File: config.mk
export PLATFORM = sky130hd
export DESIGN_NAME = smps_top
export DESIGN_NICKNAME = d
export VERILOG_FILES = /design/src/smps_pkg.sv /design/src/smps_top.sv
export SDC_FILE = /design/constraint.sdc
export NUM_CORES = 1
export LEC_CHECK = 0
export BUFFER_PORTS_ARGS = -buffer_cell sky130_fd_sc_hd__buf_4
export CAP_MARGIN = 25
export CORE_UTILIZATION = 50
export CTS_CLUSTER_SIZE = 8
export DETAILED_ROUTE_END_ITERATION = 8
export GPL_TIMING_DRIVEN = 0
export PLACE_DENSITY = 0.72
export REMOVE_ABC_BUFFERS = 1
export SYNTH_ARGS = -nofsm -noshare
export SYNTH_HDL_FRONTEND = slang
export SYNTH_SLANG_ARGS = --single-unit
export TNS_END_PERCENT = 50
File: constraint.sdc
create_clock -name clk_i -period 3.26 [get_ports clk_i]
set_input_delay 0.978 -clock clk_i [delete_from_list [all_inputs] [get_ports clk_i]]
set_output_delay 0.978 -clock clk_i [all_outputs]
set_load 0.005 [all_outputs]
File: src/smps_pkg.sv
// Constants, carriers and keyword tree of the message parser and status block.
// Assumes a single clock; software reaches the registers over APB.
package smps_pkg;

   // Register byte offsets
   localparam logic [7:0] OFF_QUES_EVENT  = 8'h00;
   localparam logic [7:0] OFF_QUES_COND   = 8'h04;
   localparam logic [7:0] OFF_QUES_ENABLE = 8'h08;
   localparam logic [7:0] OFF_OPER_EVENT  = 8'h0c;
   localparam logic [7:0] OFF_OPER_COND   = 8'h10;
   localparam logic [7:0] OFF_OPER_ENABLE = 8'h14;
   localparam logic [7:0] OFF_STD_EVENT   = 8'h18;
   localparam logic [7:0] OFF_STD_ENABLE  = 8'h1c;
   localparam logic [7:0] OFF_STB         = 8'h20;
   localparam logic [7:0] OFF_SRQ_ENABLE  = 8'h24;
   localparam logic [7:0] OFF_ERR_COUNT   = 8'h28;
   localparam logic [7:0] OFF_ERR_POP     = 8'h2c;

   // Reset values
   localparam logic [15:0] RST_EN16 = 16'h0000;
   localparam logic [7:0]  RST_EN8  = 8'h00;

   // Status byte bit positions
   localparam int STB_QUES = 3;
   localparam int STB_MAV  = 4;
   localparam int STB_ESB  = 5;
   localparam int STB_RQS  = 6;
   localparam int STB_OPER = 7;

   // Characters
   localparam logic [7:0] CH_LF    = 8'h0a;
   localparam logic [7:0] CH_SEMI  = 8'h3b;
   localparam logic [7:0] CH_COLON = 8'h3a;
   localparam logic [7:0] CH_QMARK = 8'h3f;
   localparam logic [7:0] CH_SPACE = 8'h20;
   localparam logic [7:0] CH_STAR  = 8'h2a;
   localparam logic [7:0] CH_CASE  = 8'h20;

   // Error codes posted to the error queue
   localparam logic [7:0] ERR_SYNTAX    = 8'h01;
   localparam logic [7:0] ERR_UNDEF_HDR = 8'h02;

   localparam int          KW_CHARS  = 12;
   localparam logic [3:0]  ROOT_ID   = 4'h0;
   localparam logic [3:0]  OPT_ID    = 4'h1;
   localparam logic [3:0]  COMMON_ID = 4'hf;
   localparam int          KW_N      = 14;

   typedef struct packed {
      logic [3:0] id;
      logic       common;
      logic       query;
      logic       has_param;
   } smps_cmd_t;

   // Name is right aligned, first letter highest
   typedef struct packed {
      logic [KW_CHARS*8-1:0] name;
      logic [3:0]            len;
      logic [3:0]            parent;
   } smps_kw_t;

   // Entry index is the node id; entry 1 is the optional root keyword
   localparam smps_kw_t KW_TABLE [1:KW_N] = '{
      '{96'("SOURCE"),       4'd6,  4'd0},
      '{96'("VOLTAGE"),      4'd7,  4'd1},
      '{96'("CURRENT"),      4'd7,  4'd1},
      '{96'("LEVEL"),        4'd5,  4'd2},
      '{96'("LEVEL"),        4'd5,  4'd3},
      '{96'("MEASURE"),      4'd7,  4'd0},
      '{96'("VOLTAGE"),      4'd7,  4'd6},
      '{96'("CURRENT"),      4'd7,  4'd6},
      '{96'("STATUS"),       4'd6,  4'd0},
      '{96'("OPERATION"),    4'd9,  4'd9},
      '{96'("QUESTIONABLE"), 4'd12, 4'd9},
      '{96'("ENABLE"),       4'd6,  4'd10},
      '{96'("ENABLE"),       4'd6,  4'd11},
      '{96'("EVENT"),        4'd5,  4'd10}
   };

endpackage

File: src/smps_top.sv
// Text message parser with status byte, event registers and APB slave.
// Characters and condition bits come from logic on clk_i; no resynchroniser.
//
// Chosen here: the address map and register access over APB.
`timescale 1ns/10ps

//Function
//- A question mark right after the last keyword makes a query.
//- Parameter follows the last keyword after one space.
//- Semicolon ends one message unit inside a message.
//- Leading colon of a unit returns the tree position to root.
//- Line feed, 0A hex, is the only message terminator.
//- Terminator or root specifier returns the position to root.
//- Optional root keyword may be omitted; its children work at root.
//- Keyword separator colon descends below the keyword just decoded.
//- After a plain semicolon the next keyword is a sibling.
//- Unit starting with asterisk is a common command.
//- Only exact short form or full long form is accepted.
//- Keyword matching ignores letter case.
//- Clean decode leaves status byte bit 3 at zero.
//- Status byte bit 4 shows reply data waiting.
//- Questionable, operation 16 bit; standard event, service 8 bit.
//- Condition bit rising edge sets its event bit.
//- Reading an event register clears it.
//- Enabled questionable event sets status byte bit 3.
//- Enabled status bits except 6 OR into bit 6 and drive SRQ.
//- Non-empty error queue keeps status byte bit 3 set.
//- Short form is four letters, three if the fourth is a vowel.
//- Adjacent keywords are joined by a colon.
module smps_top
   import smps_pkg::*;
#(
   parameter int ERRQ_DEPTH = 8
) (
   input  wire logic        clk_i,
   input  wire logic        reset_i,
   input  wire logic        char_valid_i,
   input  wire logic [7:0]  char_i,
   input  wire logic        reply_pending_i,
   input  wire logic [15:0] ques_cond_i,
   input  wire logic [15:0] oper_cond_i,
   input  wire logic [7:0]  std_event_i,
   input  wire logic        psel_i,
   input  wire logic        penable_i,
   input  wire logic        pwrite_i,
   input  wire logic [7:0]  paddr_i,
   input  wire logic [31:0] pwdata_i,
   output logic      [31:0] prdata_o,
   output logic             pready_o,
   output logic             pslverr_o,
   output logic             cmd_valid_o,
   output smps_cmd_t        cmd_o,
   output logic             param_valid_o,
   output logic      [7:0]  param_char_o,
   output logic      [7:0]  status_byte_o,
   output logic             srq_o
);

   typedef enum logic [2:0] {P_START, P_KEY, P_QUERY, P_PARAM, P_SKIP}
      smps_pst_t;

   localparam int EQW = $clog2(ERRQ_DEPTH);

   function automatic logic is_vowel(logic [7:0] c);
      is_vowel = (c == "A") || (c == "E") || (c == "I") ||
                 (c == "O") || (c == "U");
   endfunction

   function automatic logic kw_match(smps_kw_t e, logic [95:0] b,
                                     logic [3:0] n);
      int         idx;
      logic [3:0] s;
      idx = (int'(e.len) - 4) * 8;
      if (idx < 0)
         idx = 0;
      if (e.len <= 4'd4)
         s = e.len;
      else if (is_vowel(e.name[idx +: 8]))
         s = 4'd3;
      else
         s = 4'd4;
      kw_match = (n != 4'd0) &&
                 ((n == e.len && b == e.name) ||
                  (n == s && b == (e.name >> ((int'(e.len) - int'(s)) * 8))));
   endfunction

   smps_pst_t   pst_q;
   logic [95:0] kbuf_q;
   logic [3:0]  klen_q, level_q, last_id_q;
   logic        common_q, query_q, param_q, err_push_q;
   logic [7:0]  err_code_q;
   logic [7:0]  up_c;
   logic        letter_c, kw_hit, fin_ok, fin_err;
   logic [3:0]  kw_id, fin_id;
   logic        cmd_valid_q, param_valid_q;
   smps_cmd_t   cmd_q;
   logic [7:0]  param_char_q;

   always_comb begin
      up_c = (char_i >= "a" && char_i <= "z") ? char_i - CH_CASE : char_i;
      letter_c = up_c >= "A" && up_c <= "Z";
   end

   always_comb begin
      kw_hit = 1'b0;
      kw_id = ROOT_ID;
      for (int i = 1; i <= KW_N; i++) begin
         if (!kw_hit && kw_match(KW_TABLE[i], kbuf_q, klen_q) &&
             (KW_TABLE[i].parent == level_q ||
              (KW_TABLE[i].parent == OPT_ID && level_q == ROOT_ID))) begin
            kw_hit = 1'b1;
            kw_id = 4'(i);
         end
      end
   end

   always_comb begin
      fin_id = (pst_q == P_KEY) ? (common_q ? COMMON_ID : kw_id) : last_id_q;
      fin_ok = (pst_q == P_QUERY) || (pst_q == P_PARAM) ||
               (pst_q == P_KEY && (common_q ? klen_q != 4'd0 : kw_hit));
      fin_err = (pst_q == P_KEY) && !fin_ok;
   end

   // Parser
   always_ff @(posedge clk_i) begin
      if (reset_i) begin
         pst_q <= P_START;
         kbuf_q <= '0;
         klen_q <= 4'h0;
         level_q <= ROOT_ID;
         last_id_q <= ROOT_ID;
         common_q <= 1'b0;
         query_q <= 1'b0;
         param_q <= 1'b0;
         err_push_q <= 1'b0;
         err_code_q <= 8'h00;
         cmd_valid_q <= 1'b0;
         cmd_q <= '0;
         param_valid_q <= 1'b0;
         param_char_q <= 8'h00;
      end else begin
         cmd_valid_q <= 1'b0;
         param_valid_q <= 1'b0;
         err_push_q <= 1'b0;
         if (char_valid_i) begin
            if (char_i == CH_LF || char_i == CH_SEMI) begin
               if (fin_ok) begin
                  cmd_valid_q <= 1'b1;
                  cmd_q <= '{fin_id, common_q, query_q, param_q};
               end
               if (fin_err) begin
                  err_push_q <= 1'b1;
                  err_code_q <= ERR_UNDEF_HDR;
               end
               pst_q <= P_START;
               kbuf_q <= '0;
               klen_q <= 4'h0;
               common_q <= 1'b0;
               query_q <= 1'b0;
               param_q <= 1'b0;
               if (char_i == CH_LF)
                  level_q <= ROOT_ID;
            end else begin
               case (pst_q)
                  P_START: begin
                     if (char_i == CH_COLON) begin
                        level_q <= ROOT_ID;
                        pst_q <= P_KEY;
                     end else if (char_i == CH_STAR) begin
                        common_q <= 1'b1;
                        pst_q <= P_KEY;
                     end else if (letter_c) begin
                        kbuf_q <= {88'h0, up_c};
                        klen_q <= 4'h1;
                        pst_q <= P_KEY;
                     end else if (char_i != CH_SPACE) begin
                        err_push_q <= 1'b1;
                        err_code_q <= ERR_SYNTAX;
                        pst_q <= P_SKIP;
                     end
                  end
                  P_KEY: begin
                     if (letter_c && klen_q < 4'(KW_CHARS)) begin
                        kbuf_q <= {kbuf_q[87:0], up_c};
                        klen_q <= klen_q + 4'h1;
                     end else if (char_i == CH_COLON && !common_q && kw_hit) begin
                        level_q <= kw_id;
                        kbuf_q <= '0;
                        klen_q <= 4'h0;
                     end else if (char_i == CH_QMARK && fin_ok) begin
                        query_q <= 1'b1;
                        last_id_q <= fin_id;
                        pst_q <= P_QUERY;
                     end else if (char_i == CH_SPACE && fin_ok) begin
                        last_id_q <= fin_id;
                        pst_q <= P_PARAM;
                     end else begin
                        err_push_q <= 1'b1;
                        err_code_q <= kw_hit ? ERR_SYNTAX : ERR_UNDEF_HDR;
                        pst_q <= P_SKIP;
                     end
                  end
                  P_QUERY: begin
                     if (char_i == CH_SPACE) begin
                        pst_q <= P_PARAM;
                     end else begin
                        err_push_q <= 1'b1;
                        err_code_q <= ERR_SYNTAX;
                        pst_q <= P_SKIP;
                     end
                  end
                  P_PARAM: begin
                     param_valid_q <= 1'b1;
                     param_char_q <= char_i;
                     if (char_i != CH_SPACE)
                        param_q <= 1'b1;
                  end
                  default: begin
                  end
               endcase
            end
         end
      end
   end

   // APB slave: pready one cycle into the access phase
   logic        pready_q, pslverr_q, rd_done;
   logic [31:0] prdata_q;
   logic [32:0] rd_c;

   logic [15:0] ques_prev_q, oper_prev_q, ques_ev_q, oper_ev_q;
   logic [15:0] ques_en_q, oper_en_q, ques_rise, oper_rise;
   logic [15:0] ques_clr, oper_clr;
   logic [7:0]  std_ev_q, std_en_q, sre_q, std_clr, stb_c, stb_q;
   logic        srq_q;
   logic [7:0]  eq_mem [ERRQ_DEPTH];
   logic [EQW-1:0] eq_wr_q, eq_rd_q;
   logic [EQW:0]   eq_cnt_q;

   always_comb begin
      rd_done = psel_i && penable_i && pready_q && !pwrite_i;
      ques_rise = ques_cond_i & ~ques_prev_q;
      oper_rise = oper_cond_i & ~oper_prev_q;
      ques_clr = (rd_done && paddr_i == OFF_QUES_EVENT) ? prdata_q[15:0] : '0;
      oper_clr = (rd_done && paddr_i == OFF_OPER_EVENT) ? prdata_q[15:0] : '0;
      std_clr = (rd_done && paddr_i == OFF_STD_EVENT) ? prdata_q[7:0] : '0;
   end

   function automatic logic [32:0] rd_mux(logic [7:0] a);
      if (a == OFF_QUES_EVENT)       rd_mux = {17'h0, ques_ev_q};
      else if (a == OFF_QUES_COND)   rd_mux = {17'h0, ques_cond_i};
      else if (a == OFF_QUES_ENABLE) rd_mux = {17'h0, ques_en_q};
      else if (a == OFF_OPER_EVENT)  rd_mux = {17'h0, oper_ev_q};
      else if (a == OFF_OPER_COND)   rd_mux = {17'h0, oper_cond_i};
      else if (a == OFF_OPER_ENABLE) rd_mux = {17'h0, oper_en_q};
      else if (a == OFF_STD_EVENT)   rd_mux = {25'h0, std_ev_q};
      else if (a == OFF_STD_ENABLE)  rd_mux = {25'h0, std_en_q};
      else if (a == OFF_STB)         rd_mux = {25'h0, stb_q};
      else if (a == OFF_SRQ_ENABLE)  rd_mux = {25'h0, sre_q};
      else if (a == OFF_ERR_COUNT)   rd_mux = {1'b0, 32'(eq_cnt_q)};
      else if (a == OFF_ERR_POP)
         rd_mux = {25'h0, (eq_cnt_q != '0) ? eq_mem[eq_rd_q] : 8'h00};
      else                           rd_mux = {1'b1, 32'h0};
   endfunction

   // Process, not assign, so state read inside the function is tracked
   always_comb begin
      rd_c = rd_mux(paddr_i);
   end

   always_ff @(posedge clk_i) begin
      if (reset_i) begin
         pready_q <= 1'b0;
         pslverr_q <= 1'b0;
         prdata_q <= 32'h0;
      end else begin
         pready_q <= psel_i && penable_i && !pready_q;
         if (psel_i && penable_i && !pready_q) begin
            {pslverr_q, prdata_q} <= pwrite_i ? {rd_c[32], 32'h0} : rd_c;
         end else begin
            pslverr_q <= 1'b0;
         end
      end
   end

   // Enables written at the completing edge
   always_ff @(posedge clk_i) begin
      if (reset_i) begin
         ques_en_q <= RST_EN16;
         oper_en_q <= RST_EN16;
         std_en_q <= RST_EN8;
         sre_q <= RST_EN8;
      end else if (psel_i && penable_i && pready_q && pwrite_i) begin
         if (paddr_i == OFF_QUES_ENABLE)      ques_en_q <= pwdata_i[15:0];
         else if (paddr_i == OFF_OPER_ENABLE) oper_en_q <= pwdata_i[15:0];
         else if (paddr_i == OFF_STD_ENABLE)  std_en_q <= pwdata_i[7:0];
         else if (paddr_i == OFF_SRQ_ENABLE)  sre_q <= pwdata_i[7:0];
      end
   end

   // Only bits already returned are cleared, so a late event survives
   always_ff @(posedge clk_i) begin
      if (reset_i) begin
         ques_prev_q <= '0;
         oper_prev_q <= '0;
         ques_ev_q <= '0;
         oper_ev_q <= '0;
         std_ev_q <= '0;
      end else begin
         ques_prev_q <= ques_cond_i;
         oper_prev_q <= oper_cond_i;
         ques_ev_q <= (ques_ev_q & ~ques_clr) | ques_rise;
         oper_ev_q <= (oper_ev_q & ~oper_clr) | oper_rise;
         std_ev_q <= (std_ev_q & ~std_clr) | std_event_i;
      end
   end

   // Error queue; a push when full is dropped
   always_ff @(posedge clk_i) begin
      if (reset_i) begin
         eq_wr_q <= '0;
         eq_rd_q <= '0;
         eq_cnt_q <= '0;
      end else begin
         if (err_push_q && eq_cnt_q != (EQW+1)'(ERRQ_DEPTH)) begin
            eq_mem[eq_wr_q] <= err_code_q;
            eq_wr_q <= EQW'((int'(eq_wr_q) + 1) % ERRQ_DEPTH);
         end
         if (rd_done && paddr_i == OFF_ERR_POP && eq_cnt_q != '0)
            eq_rd_q <= EQW'((int'(eq_rd_q) + 1) % ERRQ_DEPTH);
         eq_cnt_q <= eq_cnt_q +
            (EQW+1)'(err_push_q && eq_cnt_q != (EQW+1)'(ERRQ_DEPTH)) -
            (EQW+1)'(rd_done && paddr_i == OFF_ERR_POP && eq_cnt_q != '0);
      end
   end

   always_comb begin
      stb_c = 8'h00;
      stb_c[STB_QUES] = |(ques_ev_q & ques_en_q) || eq_cnt_q != '0;
      stb_c[STB_MAV] = reply_pending_i;
      stb_c[STB_ESB] = |(std_ev_q & std_en_q);
      stb_c[STB_OPER] = |(oper_ev_q & oper_en_q);
      stb_c[STB_RQS] = |(stb_c & sre_q);
   end

   always_ff @(posedge clk_i) begin
      if (reset_i) begin
         stb_q <= 8'h00;
         srq_q <= 1'b0;
      end else begin
         stb_q <= stb_c;
         srq_q <= stb_c[STB_RQS];
      end
   end

   always_comb begin
      prdata_o = prdata_q;
      pready_o = pready_q;
      pslverr_o = pslverr_q;
      cmd_valid_o = cmd_valid_q;
      cmd_o = cmd_q;
      param_valid_o = param_valid_q;
      param_char_o = param_char_q;
      status_byte_o = stb_q;
      srq_o = srq_q;
   end
endmodule

==> results of run 1 <==
flip-flops by register name (all words and copies together), names as in the netlist, 4 cells and up, named ones only:
name and count:
eq_mem 16, klen_q 4, ques_ev_q 16, ques_en_q 16, eq_cnt_q 4, cmd_o 7
ques_prev_q 16, level_q 4, std_en_q 8, param_char_o 8, status_byte_o 5, sre_q 8
last_id_q 4, prdata_o 16, std_ev_q 8, kbuf_q 96, oper_en_q 16, oper_ev_q 16
oper_prev_q 16
per-stage QoR:
step / TNS [ns] / power, µW / area [µm²]
final: -0.0601 / 8630 / 18900
after CTS: -0.00521 / 8610 / 18300
after global routing: -1.88 / 8880 / 18900
after global placement: -388.53 / 4490 / 16100
after floorplan: -92.26 / 4240 / 14700
after detailed placement: -100.81 / 4520 / 16300
cell type report:
cell class | instances | share of cell area (%)
inverters | 23 | 0.469
repair buffers | 203 | 9.31
clock inverters | 2 | 0.244
well taps | 390 | 2.58
clock buffers | 52 | 6.19
flip-flops and latches | 306 | 33.5
multi-input cells | 1415 | 47.7
per-layer routing:
layer  track usage [%]  up-vias  part of all wire, %
met5                 0        -                    0
met4              11.2        0                  3.7
met3              4.61      157                  7.8
met2              52.1      711                   48
met1              40.9     7185                   41
li1                  -     6938                    -
where the power goes:
part	total, µW	internal (µW)	switching, µW
sequential	3950	3860	86.8
clock	4090	2490	1600
combinational	584	247	337
total	8630	6600	2020
logic make-up after synthesis:
| group | Yosys count | share of synthesized area (%) |
|---|---|---|
| multiplexers | 44 | 3.35 |
| adder cells (fa/ha/maj) | 15 | 1.28 |
| buffers and inverters | 151 | 4.50 |
| other | 1 | 0.0247 |
| AND/OR/NAND/NOR | 967 | 33.0 |
| XOR/XNOR | 6 | 0.346 |
| AO/OA/AOI/OAI | 364 | 16.1 |
| flip-flops | 306 | 41.3 |
cells in the mapped netlist (all sizes together), types with 5 or more instances:
cell | count | area share, %
a21oi | 95 | 3.2
nor4b | 16 | 1.4
edfxtp | 16 | 3.2
nand2b | 11 | 0.45
nor2 | 175 | 4.3
o211ai | 6 | 0.33
nor4bb | 14 | 0.92
a31oi | 8 | 0.33
a22o | 12 | 0.69
o21ai | 102 | 3.4
inv | 23 | 0.57
a211oi | 7 | 0.43
and4b | 7 | 0.46
and2 | 8 | 0.33
and3 | 10 | 0.41
mux2i | 34 | 2.2
and4 | 7 | 0.40
nor4 | 57 | 2.9
nand4 | 59 | 2.5
nor2b | 78 | 3.2
nand3 | 56 | 1.9
nand2 | 368 | 9.1
o31ai | 5 | 0.25
o2111ai | 8 | 0.58
nand3b | 7 | 0.35
nand4b | 7 | 0.40
clkbuf | 85 | 2.1
buf | 43 | 1.8
a22oi | 66 | 3.3
mux2 | 6 | 0.52
or4 | 9 | 0.47
nor3b | 8 | 0.39
a221oi | 9 | 0.52
ha | 14 | 1.2
nor3 | 48 | 1.7
dfxtp | 290 | 38
timing repair:
action	in CTS	in global routing
gates cloned	1	5
setup buffers	37	27
pin swaps	25	38
gates resized for setup	82	89
endpoints found under the setup margin	123	122
path summary, 6_finish.rpt:
check / start / to / slack [ns]
setup reg to reg: kbuf_q[49] / cmd_o[4] / -0.02
setup / recovery: kbuf_q[49] / cmd_o[4] / -0.02
hold reg to reg: kbuf_q[90] / kbuf_q[90] / 0.46
hold / removal: kbuf_q[90] / kbuf_q[90] / 0.46
worst min-delay path: cells and delay by family, from the launching register on:
family | cells | cell delay, ns
DFF | 1 | 0.31
and+or+nand+nor | 1 | 0.06
AOI/OAI and AO/OA | 1 | 0.05
==> results.md, run 1 <==
- Outcome: complete, but fails checks
- Failing checks: setup timing
- Final Hold Viols: 0
- Final WL: roughly 50000 µm
- CP max FO: 11
- First-pass GRT wire length: a little under 80000 µm
- Final WS setup: -0.0229 ns
- Cells on worst reg2reg path: 11
- Ys flop type: dfxtp_1
- Fin crit period: 3.28 ns
- GP Congestion: 0.946
- Area Growth Syn to Fin: 24.6%
- Synth Warn #: 0
- Routed wire length per instance: 21.0 µm
- Worst path cell trace: nor4_2 -> nand4_1 -> buf_4 -> nor2_4 -> nand4_1 -> o221ai_4 -> nor4_4 -> buf_4 -> a211oi_4 -> o21ai_4 -> mux2_4
- CTS Buffer Depth: 3
- Drt drc: 0
- Mapped cell area: around 15000 µm²
- Share of cells above drive strength 1: 21.7%
- Final Cycle Share: 101%
- Total global-route track usage: 31.2%
- Hold depth: 2
- Grt total ovfl: 0
- Number of flops mapped to enable cells by yosys: 16
- Register area share after synthesis: 41.3%
- Most common cell after layout, fill and taps aside: nand2_1
- Max-slew headroom: between 30% and 40%
- Yosys reg bits: between 300 and 400
- Maximum VDD drop: 0.381 mV
- DR pass1 iterations: 6
- Port-buffer cells: about 120
- Clock sink count: 306
- Buf/Inv on CP: 2
- FF/Latch Area: between 6000 and 7000 µm²
- CTS tree: built
- RSZ-0062 raised after global routing: yes
- Critical Path Stages: 11
- Startpoint types: flop
- Distinct cell type count after synthesis: 95
- Slew Limit Fails: 0
- Drt via density: 6.27
- Clock skew: 0.0262 ns
- Die width: 176 µm
- Most frequent cells in the layout: 366 x nand2_1, 259 x dfxtp_1, 180 x buf_4
- Final non-filler cell total: 2391
- Via Count: about 15k
- CTS HTree Levels: 2
- Hold buffer count at cts: 0
- Power Dens Cells: between 400 and 500 nW/µm²
- Initial DRC count: between 1.5k and 2k
- Top delay family on crit path: simple AND/OR/NAND/NOR gates
- Critical Path RT: 3.67 ns
- Clock Latency Late Sink: about 0.55 ns
- Antenna viol nets, final: 0
- Kind of critical path: flop to flop
- Io pins: 155
- Mapped Avg Cell Area: just over 8 µm²
- Final nets: about 2.1k
- Core Area: about 30000 µm²
- Utilization after layout: 63.6%
- Post-Place Setup Slack: -1.04 ns
- Worst EP arrival: between 3 and 4 ns
- Vias in the first global route: between 10k and 15k
- Multi-input gate area: 9040 µm²
- Dpl hpwl: between 30000 and 40000 µm
- Endpoint class of the critical path: flop
- Fraction of registers with async set/reset: 0%
- ANT cells: 0
- Gate Count Post-Synth: about 1.9k
- Finish-stage setup viols: 3
- CTS clock-pin slew for the worst setup and hold paths: around 0.05 ns
- Die Ht: 176 µm
- Largest net degree at the start of global routing: approximately 110
- Hold_ws: 0.462 ns
- CP max-delay cell: dfxtp_1
- Worst-Margin Slew: a little over 1 ns
- CTS Buf Count: 44
- Initial antenna violation count: 0
- Max Freq: just over 300 MHz
- Row cnt: 63
- Maxcap violations: 0
- # placed instances: around 2.3k
- Worst hold path type: flop to flop
- CTS Root Cell: clkbuf_16
- Largest stage delay on the critical path: 0.39 ns
- Leak: 0.00674 µW
- Initial core utilization: about half
- Fillers: approximately 2.5k
- Die ar.: roughly 31000 µm²
Power figures use the tool's default switching activity.
==> run 2: changes to the inputs <==
--- a/config.mk
+++ b/config.mk
@@ -11,8 +11,9 @@
 export CTS_CLUSTER_SIZE = 8
 export DETAILED_ROUTE_END_ITERATION = 8
 export GPL_TIMING_DRIVEN = 0
-export PLACE_DENSITY = 0.72
+export PLACE_DENSITY = 0.69
 export REMOVE_ABC_BUFFERS = 1
+export SETUP_SLACK_MARGIN = 0.05
 export SYNTH_ARGS = -nofsm -noshare
 export SYNTH_HDL_FRONTEND = slang
 export SYNTH_SLANG_ARGS = --single-unit
==> constraint.sdc (replaced) <==
create_clock -name clk_i -period 3.6 [get_ports clk_i]
set_input_delay 1.08 -clock clk_i [delete_from_list [all_inputs] [get_ports clk_i]]
set_output_delay 1.08 -clock clk_i [all_outputs]
set_load 0.005 [all_outputs]
==> results.md, run 2 (synthesized netlist as in run 1, its figures left out) <==
- Outcome: completed
- Area after DPL: 16400 µm² (+0.38%)
- Net Sw Frac: 23.5% (about the same)
- Largest net degree at the start of global routing: 117 (+8.3%)
- Buf/Inv on CP: 2 (unchanged)
- Gate power share: 6.1% (-0.7 points)
- Drt drc: 0 (unchanged)
- Hold buffer count at cts: 0 (unchanged)
- CTS Buffer Depth: 3 (unchanged)
- Max Freq: 292 MHz (-4.1%)
- Drt via density: 6.20 (-1.1%)
- Max-slew headroom: 26.9% (-4.0 points)
- Fin area: 18100 µm² (-4.7%)
- Clock sink count: 306 (unchanged)
- Max reg flops: 96 (unchanged)
- Final WL: 48500 µm (-3.5%)
- Row cnt: 63 (unchanged)
- RSZ-0062 raised after global routing: yes
- Sequential share of power: 46.5% (+0.7 points)
- Kind of critical path: flop to flop
- Maximum VDD drop: 0.329 mV (-13%)
- Reg with most FFs: kbuf_q
- Final Cycle Share: 95.1% (-5.6 points)
- CTS tree: built
- CP max FO: 44 (+33)
- Utilization after layout: 60.6% (-3.0 points)
- Vias in the first global route: 13.7k (-1.8%)
- Die width: 176 µm (unchanged)
- Power Dens Cells: 427 nW/µm² (-6.3%)
- CTS Buf Count: 44 (unchanged)
- Worst EP arrival: 3.83 ns (+0.14 ns)
- Critical Path RT: 4.01 ns (+0.34 ns)
- Largest stage delay on the critical path: 0.47 ns (+0.08 ns)
- ANT cells: 0 (unchanged)
- Worst path cell trace: nor4_4 -> nand3_1 -> nor4_4 -> a32oi_1 -> o311ai_4 -> o41ai_4 -> a21oi_4 -> buf_12 -> buf_12 -> o21ai_0
- Antenna viol nets, final: 0 (unchanged)
- Port-buffer cells: 119 (unchanged)
- Most frequent cells in the layout: 367 x nand2_1, 285 x dfxtp_1, 164 x nor2_1
- Clock skew: 0.0224 ns (-0.00386 ns)
- Final Hold Viols: 0 (unchanged)
- Slew Limit Fails: 0 (unchanged)
- Initial antenna violation count: 0 (unchanged)
- Via Count: 14.5k (-3.0%)
- Die Ht: 176 µm (unchanged)
- Dpl hpwl: 34100 µm (+0.22%)
- First-pass GRT wire length: 75700 µm (-1.8%)
- DR pass1 iterations: 5 (-1)
- Leak: 0.00631 µW (-6.5%)
- Area Growth Syn to Fin: 18.7%
- CTS HTree Levels: 2 (unchanged)
- Fin crit period: 3.42 ns (+0.141 ns)
- Endpoint class of the critical path: flop
- Grt total ovfl: 0 (unchanged)
- Cell internal pwr: 5900 µW (-11%)
- Final nets: 2059 (-2.1%)
- Most common cell after layout, fill and taps aside: nand2_1
- GP Congestion: 0.930 (-1.7%)
- Io pins: 155 (unchanged)
- CTS clock-pin slew for the worst setup and hold paths: 0.05 ns (about the same)
- CTS Root Cell: clkbuf_16
- Top delay family on crit path: simple AND/OR/NAND/NOR gates
- Psw: 1810 µW (-11%)
- Worst-Margin Slew: 1.09 ns (+0.0639 ns)
- Routed wire length per instance: 20.7 µm (-1.6%)
- Initial DRC count: 1308 (-14%)
- Total global-route track usage: 30.8% (-0.40 points)
- Finish-stage setup viols: 0 (-3)
- Share of cells above drive strength 1: 16.3% (-5.4 points)
- Clock share of power: 47.5% (about the same)
- Worst hold path type: flop to flop
- Startpoint types: flop
- Core Area: 29800 µm² (unchanged)
- Die ar.: 31100 µm² (unchanged)
- Initial core utilization: 51.0% (unchanged)
- Maxcap violations: 0 (unchanged)
- CP max-delay cell: nor4_4
- Clock Latency Late Sink: 0.55 ns (about the same)
[run 2: changes by cell type in the layout (fill, tap and decap cells not counted), moves of 5 or more]
cell     delta
buf_4      -36
dfxtp_1    +26
dfxtp_2    -20
nor4_1      +9
o21ai_0     +8
o21ai_1     -8
nor2_1      +7
nor4_4      -7
dfxtp_4     -6
nor3_1      +6
buf_6       -5
[run 2: through the flow]
stage          hold WS (ns)  total power (µW)  worst slack (ns)  setup TNS (ns)  cells
2_1_floorplan         0.428              3840            -0.749          -67.08   1744
3_3_place_gp          0.438              4070             -3.02         -346.96   2253
3_5_place_dp          0.442              4100            -0.873          -74.97   2270
4_1_cts               0.447              7760            0.0127               0   2329
5_1_grt               0.475              7950            0.0326               0   2345
6_report              0.450              7710             0.177               0   2345
[run 2: worst register-to-register path: stages (launching register included)]
cell and delay, ns:
dfxtp_1 0.46, nor4_4 0.48, nand3_1 0.30, nor4_4 0.42
a32oi_1 0.19, o311ai_4 0.44, o41ai_4 0.15, a21oi_4 0.25
buf_12 0.23, buf_12 0.25, o21ai_0 0.13
[run 2: area by class of cell]
cell class,instances,area (µm²)
fill,2664,11700
multi-input combinational,1415,8650
sequential,306,6290
timing repair buffer,159,1340
clock buffer,49,1140
tap,390,488
inverter,23,88.8
clock inverter,3,53.8
[run 2: layer usage]
metal  up-vias  GRT usage [%]  share of wire (%)
li1       6818              -                  -
met1      6919           40.1                 42
met2       674           51.2                 47
met3       124           4.31                7.4
met4         0           12.8                3.7
met5         -              0                  0
[run 2: path summary, 6_finish.rpt]
| path | slack, ns | end | cells past startpoint | start |
|---|---|---|---|---|
| worst max-delay path | 0.18 | kbuf_q[64] | 10 | kbuf_q[33] |
| worst min-delay path | 0.45 | kbuf_q[89] | 2 | kbuf_q[89] |
| worst max register to register | 0.18 | kbuf_q[64] | 10 | kbuf_q[33] |
| worst min register to register | 0.45 | kbuf_q[89] | 2 | kbuf_q[89] |
[run 2: power groups by stage]
stage                     clock network (µW)  registers, µW  logic (µW)
after floorplan                            0           3610         224
after global placement                     0           3640         427
after detailed placement                   0           3640         453
after CTS                               3720           3580         459
after global routing                    3850           3580         514
final                                   3660           3580         467
[run 2: timing repair]
action	4_1_cts	5_1_grt
buffers inserted	7	16
endpoints found under the setup margin	123	120
pin swaps	5	11
gates resized for setup	27	28
==> run 3: changes to the inputs <==
--- a/config.mk
+++ b/config.mk
@@ -5,6 +5,7 @@
 export SDC_FILE = /design/constraint.sdc
 export NUM_CORES = 1
 export LEC_CHECK = 0
+export ABC_AREA = 1
 export BUFFER_PORTS_ARGS = -buffer_cell sky130_fd_sc_hd__buf_4
 export CAP_MARGIN = 25
 export CORE_UTILIZATION = 50
==> results.md, run 3 <==
- Outcome: completed
- CP max FO: 26 (-41%)
- Worst-Margin Slew: 0.989 ns (-0.103 ns)
- Clock Latency Late Sink: 0.53 ns (-0.02 ns)
- Total global-route track usage: 28.8% (-2.0 points)
- Share of cells above drive strength 1: 18.1% (+1.9 points)
- Psw: 2120 µW (+17%)
- Worst EP arrival: 3.91 ns (+0.08 ns)
- Max Freq: 290 MHz (-0.84%)
- Worst path cell trace: buf_4 -> or2_2 -> nor2_1 -> nand2_1 -> nor2_1 -> clkinvlp_4 -> o211ai_1 -> o211ai_1 -> a21oi_1
- CTS HTree Levels: 2 (unchanged)
- CTS Buf Count: 44 (unchanged)
- Top cells by count, synth: 333 x nor2_1, 290 x dfxtp_1, 258 x inv_1
- Clock sink count: 306 (unchanged)
- Initial core utilization: 50.8% (-0.27 points)
- ANT cells: 0 (unchanged)
- Most frequent cells in the layout: 314 x nor2_1, 286 x dfxtp_1, 256 x inv_1
- CTS Root Cell: clkbuf_16
- Reg with most FFs: kbuf_q
- Post-synth top area share: 38.7% (+0.51 points)
- CTS Buffer Depth: 3 (unchanged)
- CP max-delay cell: clkinvlp_4
- Largest stage delay on the critical path: 0.77 ns (+0.30 ns)
- Port-buffer cells: 119 (unchanged)
- Cell internal pwr: 6130 µW (+3.8%)
- Gate Count Post-Synth: 1980 (+6.8%)
- Power Dens Cells: 462 nW/µm² (+8.2%)
- Critical Path RT: 4.05 ns (+0.04 ns)
- Net Sw Frac: 25.7% (+2.3 points)
- Synth Warn #: 0 (unchanged)
- Largest net degree at the start of global routing: 75 (-36%)
- Grt total ovfl: 0 (unchanged)
- Max-slew headroom: 33.9% (+7.0 points)
- Ys flop type: dfxtp_1
- RSZ-0062 raised after global routing: yes
- Die Ht: 175 µm (-0.65%)
- Vias in the first global route: 13.6k (-0.57%)
- Area Growth Syn to Fin: 19.0%
- Gate power share: 10.6% (+4.5 points)
- Clock share of power: 45.0% (-2.5 points)
- Kind of critical path: primary input to flop
- DR pass1 iterations: 6 (+1)
- Post-Place Setup Slack: -1.93 ns (-1.06 ns)
- Startpoint types: primary input
- GP Congestion: 0.961 (+3.3%)
- R2r setup slk: 0.20 ns (+0.02 ns)
- Yosys reg bits: 306 (unchanged)
- Clock skew: 0.0130 ns (-0.00936 ns)
- Min-delay src: ques_prev_q[15]
- Fin area: 17900 µm² (-1.1%)
- Register area share after synthesis: 41.9% (+0.55 points)
- Final WS setup: 0.147 ns (-0.0291 ns)
- Sequential share of power: 44.4% (-2.1 points)
- Max reg flops: 96 (unchanged)
- Final Hold Viols: 0 (unchanged)
- Mapped cell area: 15000 µm² (-1.3%)
- FF/Latch Area: 6290 µm² (about the same)
- Most common cell in the netlist: nor2_1
- Core Area: 29600 µm² (-0.79%)
- Number of flops mapped to enable cells by yosys: 16 (unchanged)
- Maxcap violations: 0 (unchanged)
- Fillers: 2648 (-0.60%)
- First-pass GRT wire length: 71000 µm (-6.2%)
- Final WL: 45500 µm (-6.2%)
- Most common cell after layout, fill and taps aside: nor2_1
- RR Startpoint: kbuf_q[30]
- Fraction of registers with async set/reset: 0% (unchanged)
- Maximum VDD drop: 0.322 mV (-2.2%)
- Worst hold path type: flop to flop
- Via Count: 14.4k (-1.1%)
- Endpoint class of the critical path: flop
- Io pins: 155 (unchanged)
- Initial DRC count: 1365 (+4.4%)
- Finish-stage setup viols: 0 (unchanged)
- Fin crit period: 3.45 ns (+0.0291 ns)
- Die width: 175 µm (-0.65%)
- Cell taking the most area after synthesis: dfxtp_1
- Area after DPL: 16000 µm² (-2.4%)
- Final Cycle Share: 95.9% (+0.81 points)
- Drt drc: 0 (unchanged)
- CTS tree: built
- Initial antenna violation count: 1 (+1)
- Drt via density: 5.74 (-7.3%)
- Fin Setup TNS: 0 ns (unchanged)
- Multi-input gate area: 7490 µm² (-13%)
- Distinct cell type count after synthesis: 59 (-38%)
- CTS clock-pin slew for the worst setup and hold paths: 0.05 ns (about the same)
- Row cnt: 63 (unchanged)
- Crit path from: paddr_i[1]
- Top cells by area, synth: dfxtp_1 39%, nor2_1 8.3%, a211oi_2 7.3%
- Final nets: 2214 (+7.5%)
- Routed wire length per instance: 18.2 µm (-12%)
- Slew Limit Fails: 0 (unchanged)
- Die ar.: 30700 µm² (-1.3%)
- Mapped Avg Cell Area: 7.58 µm² (-7.6%)
- Dpl hpwl: 29800 µm (-13%)
- Leak: 0.00719 µW (+14%)
- Antenna viol nets, final: 0 (unchanged)
==> run 3: final timing paths <==
path	endpoint	cells after the start
worst min register to register	ques_ev_q[15]	1
worst max-delay path	prdata_o[15]	9
worst min-delay path	ques_ev_q[15]	1
worst max register to register	kbuf_q[90]	21
==> run 3: power by group through the flow <==
stage | Clock (µW) | Combinational [µW] | Sequential (µW)
global route | 3910 | 950 | 3670
global placement | 0 | 740 | 3720
detailed placement | 0 | 754 | 3720
floorplan | 0 | 490 | 3690
finish | 3720 | 871 | 3660
CTS | 3750 | 818 | 3660
==> run 3: worst max-delay path: cells and delay by family <==
family                 cells  cell delay (ns)
AND/OR/NAND/NOR            4             1.33
buffers and inverters      2             0.87
AO/OA/AOI/OAI              3             0.59
==> run 3: cell type report <==
cell class	instances	area share, %
Tap cell	390	2.73
Timing Repair Buffer	143	7.01
Clock inverter	2	0.119
Clock buffer	52	6.63
Inverter	292	6.28
Multi-Input combinational cell	1316	41.9
Sequential cell	306	35.2
Timing Repair inverter	1	0.0491
==> run 3: layer usage <==
| metal | vias to the layer above | GRT usage (%) | part of all wire [%] |
|---|---|---|---|
| met5 | - | 0 | 0.029 |
| li1 | 6893 | - | - |
| met3 | 118 | 5.32 | 8.8 |
| met4 | 2 | 11.1 | 3.2 |
| met1 | 6686 | 38.6 | 42 |
| met2 | 671 | 46.0 | 46 |
==> run 3: stage by stage <==
stage / utilization [%] / hold slack [ns] / std cells / total power (µW)
after global placement: 53.7 / 0.410 / 2413 / 4460
after CTS: 59.5 / 0.420 / 2493 / 8230
after detailed placement: 54.1 / 0.416 / 2419 / 4480
final: 60.4 / 0.419 / 2502 / 8250
after global routing: 60.4 / 0.439 / 2502 / 8530
after floorplan: - / 0.408 / 1904 / 4180
==> run 3: cells by family (layout without fill, tap and decap cells) <==
family                     after synthesis  count (layout)  synth area share (%)
AOI/OAI and AO/OA                      471             471                  22.4
xor gates and xnor gates                 3               3                 0.175
adders and majority gates               15              15                  1.30
buffers and inverters                  386             490                  11.2
DFF                                    306             306                  41.9
muxes                                    4               4                 0.267
other                                    1              19                0.0250
and+or+nand+nor                        794             804                  22.7
==> run 3: what timing repair did <==
| item | in CTS | in global routing |
|---|---|---|
| cloned | 12 | 2 |
| endpoints found under the setup margin | 105 | 132 |
| buffers inserted | 8 | 6 |
| resized for setup | 25 | 37 |
| hold buffers | 0 | 0 |
| pin swaps | 7 | 6 |
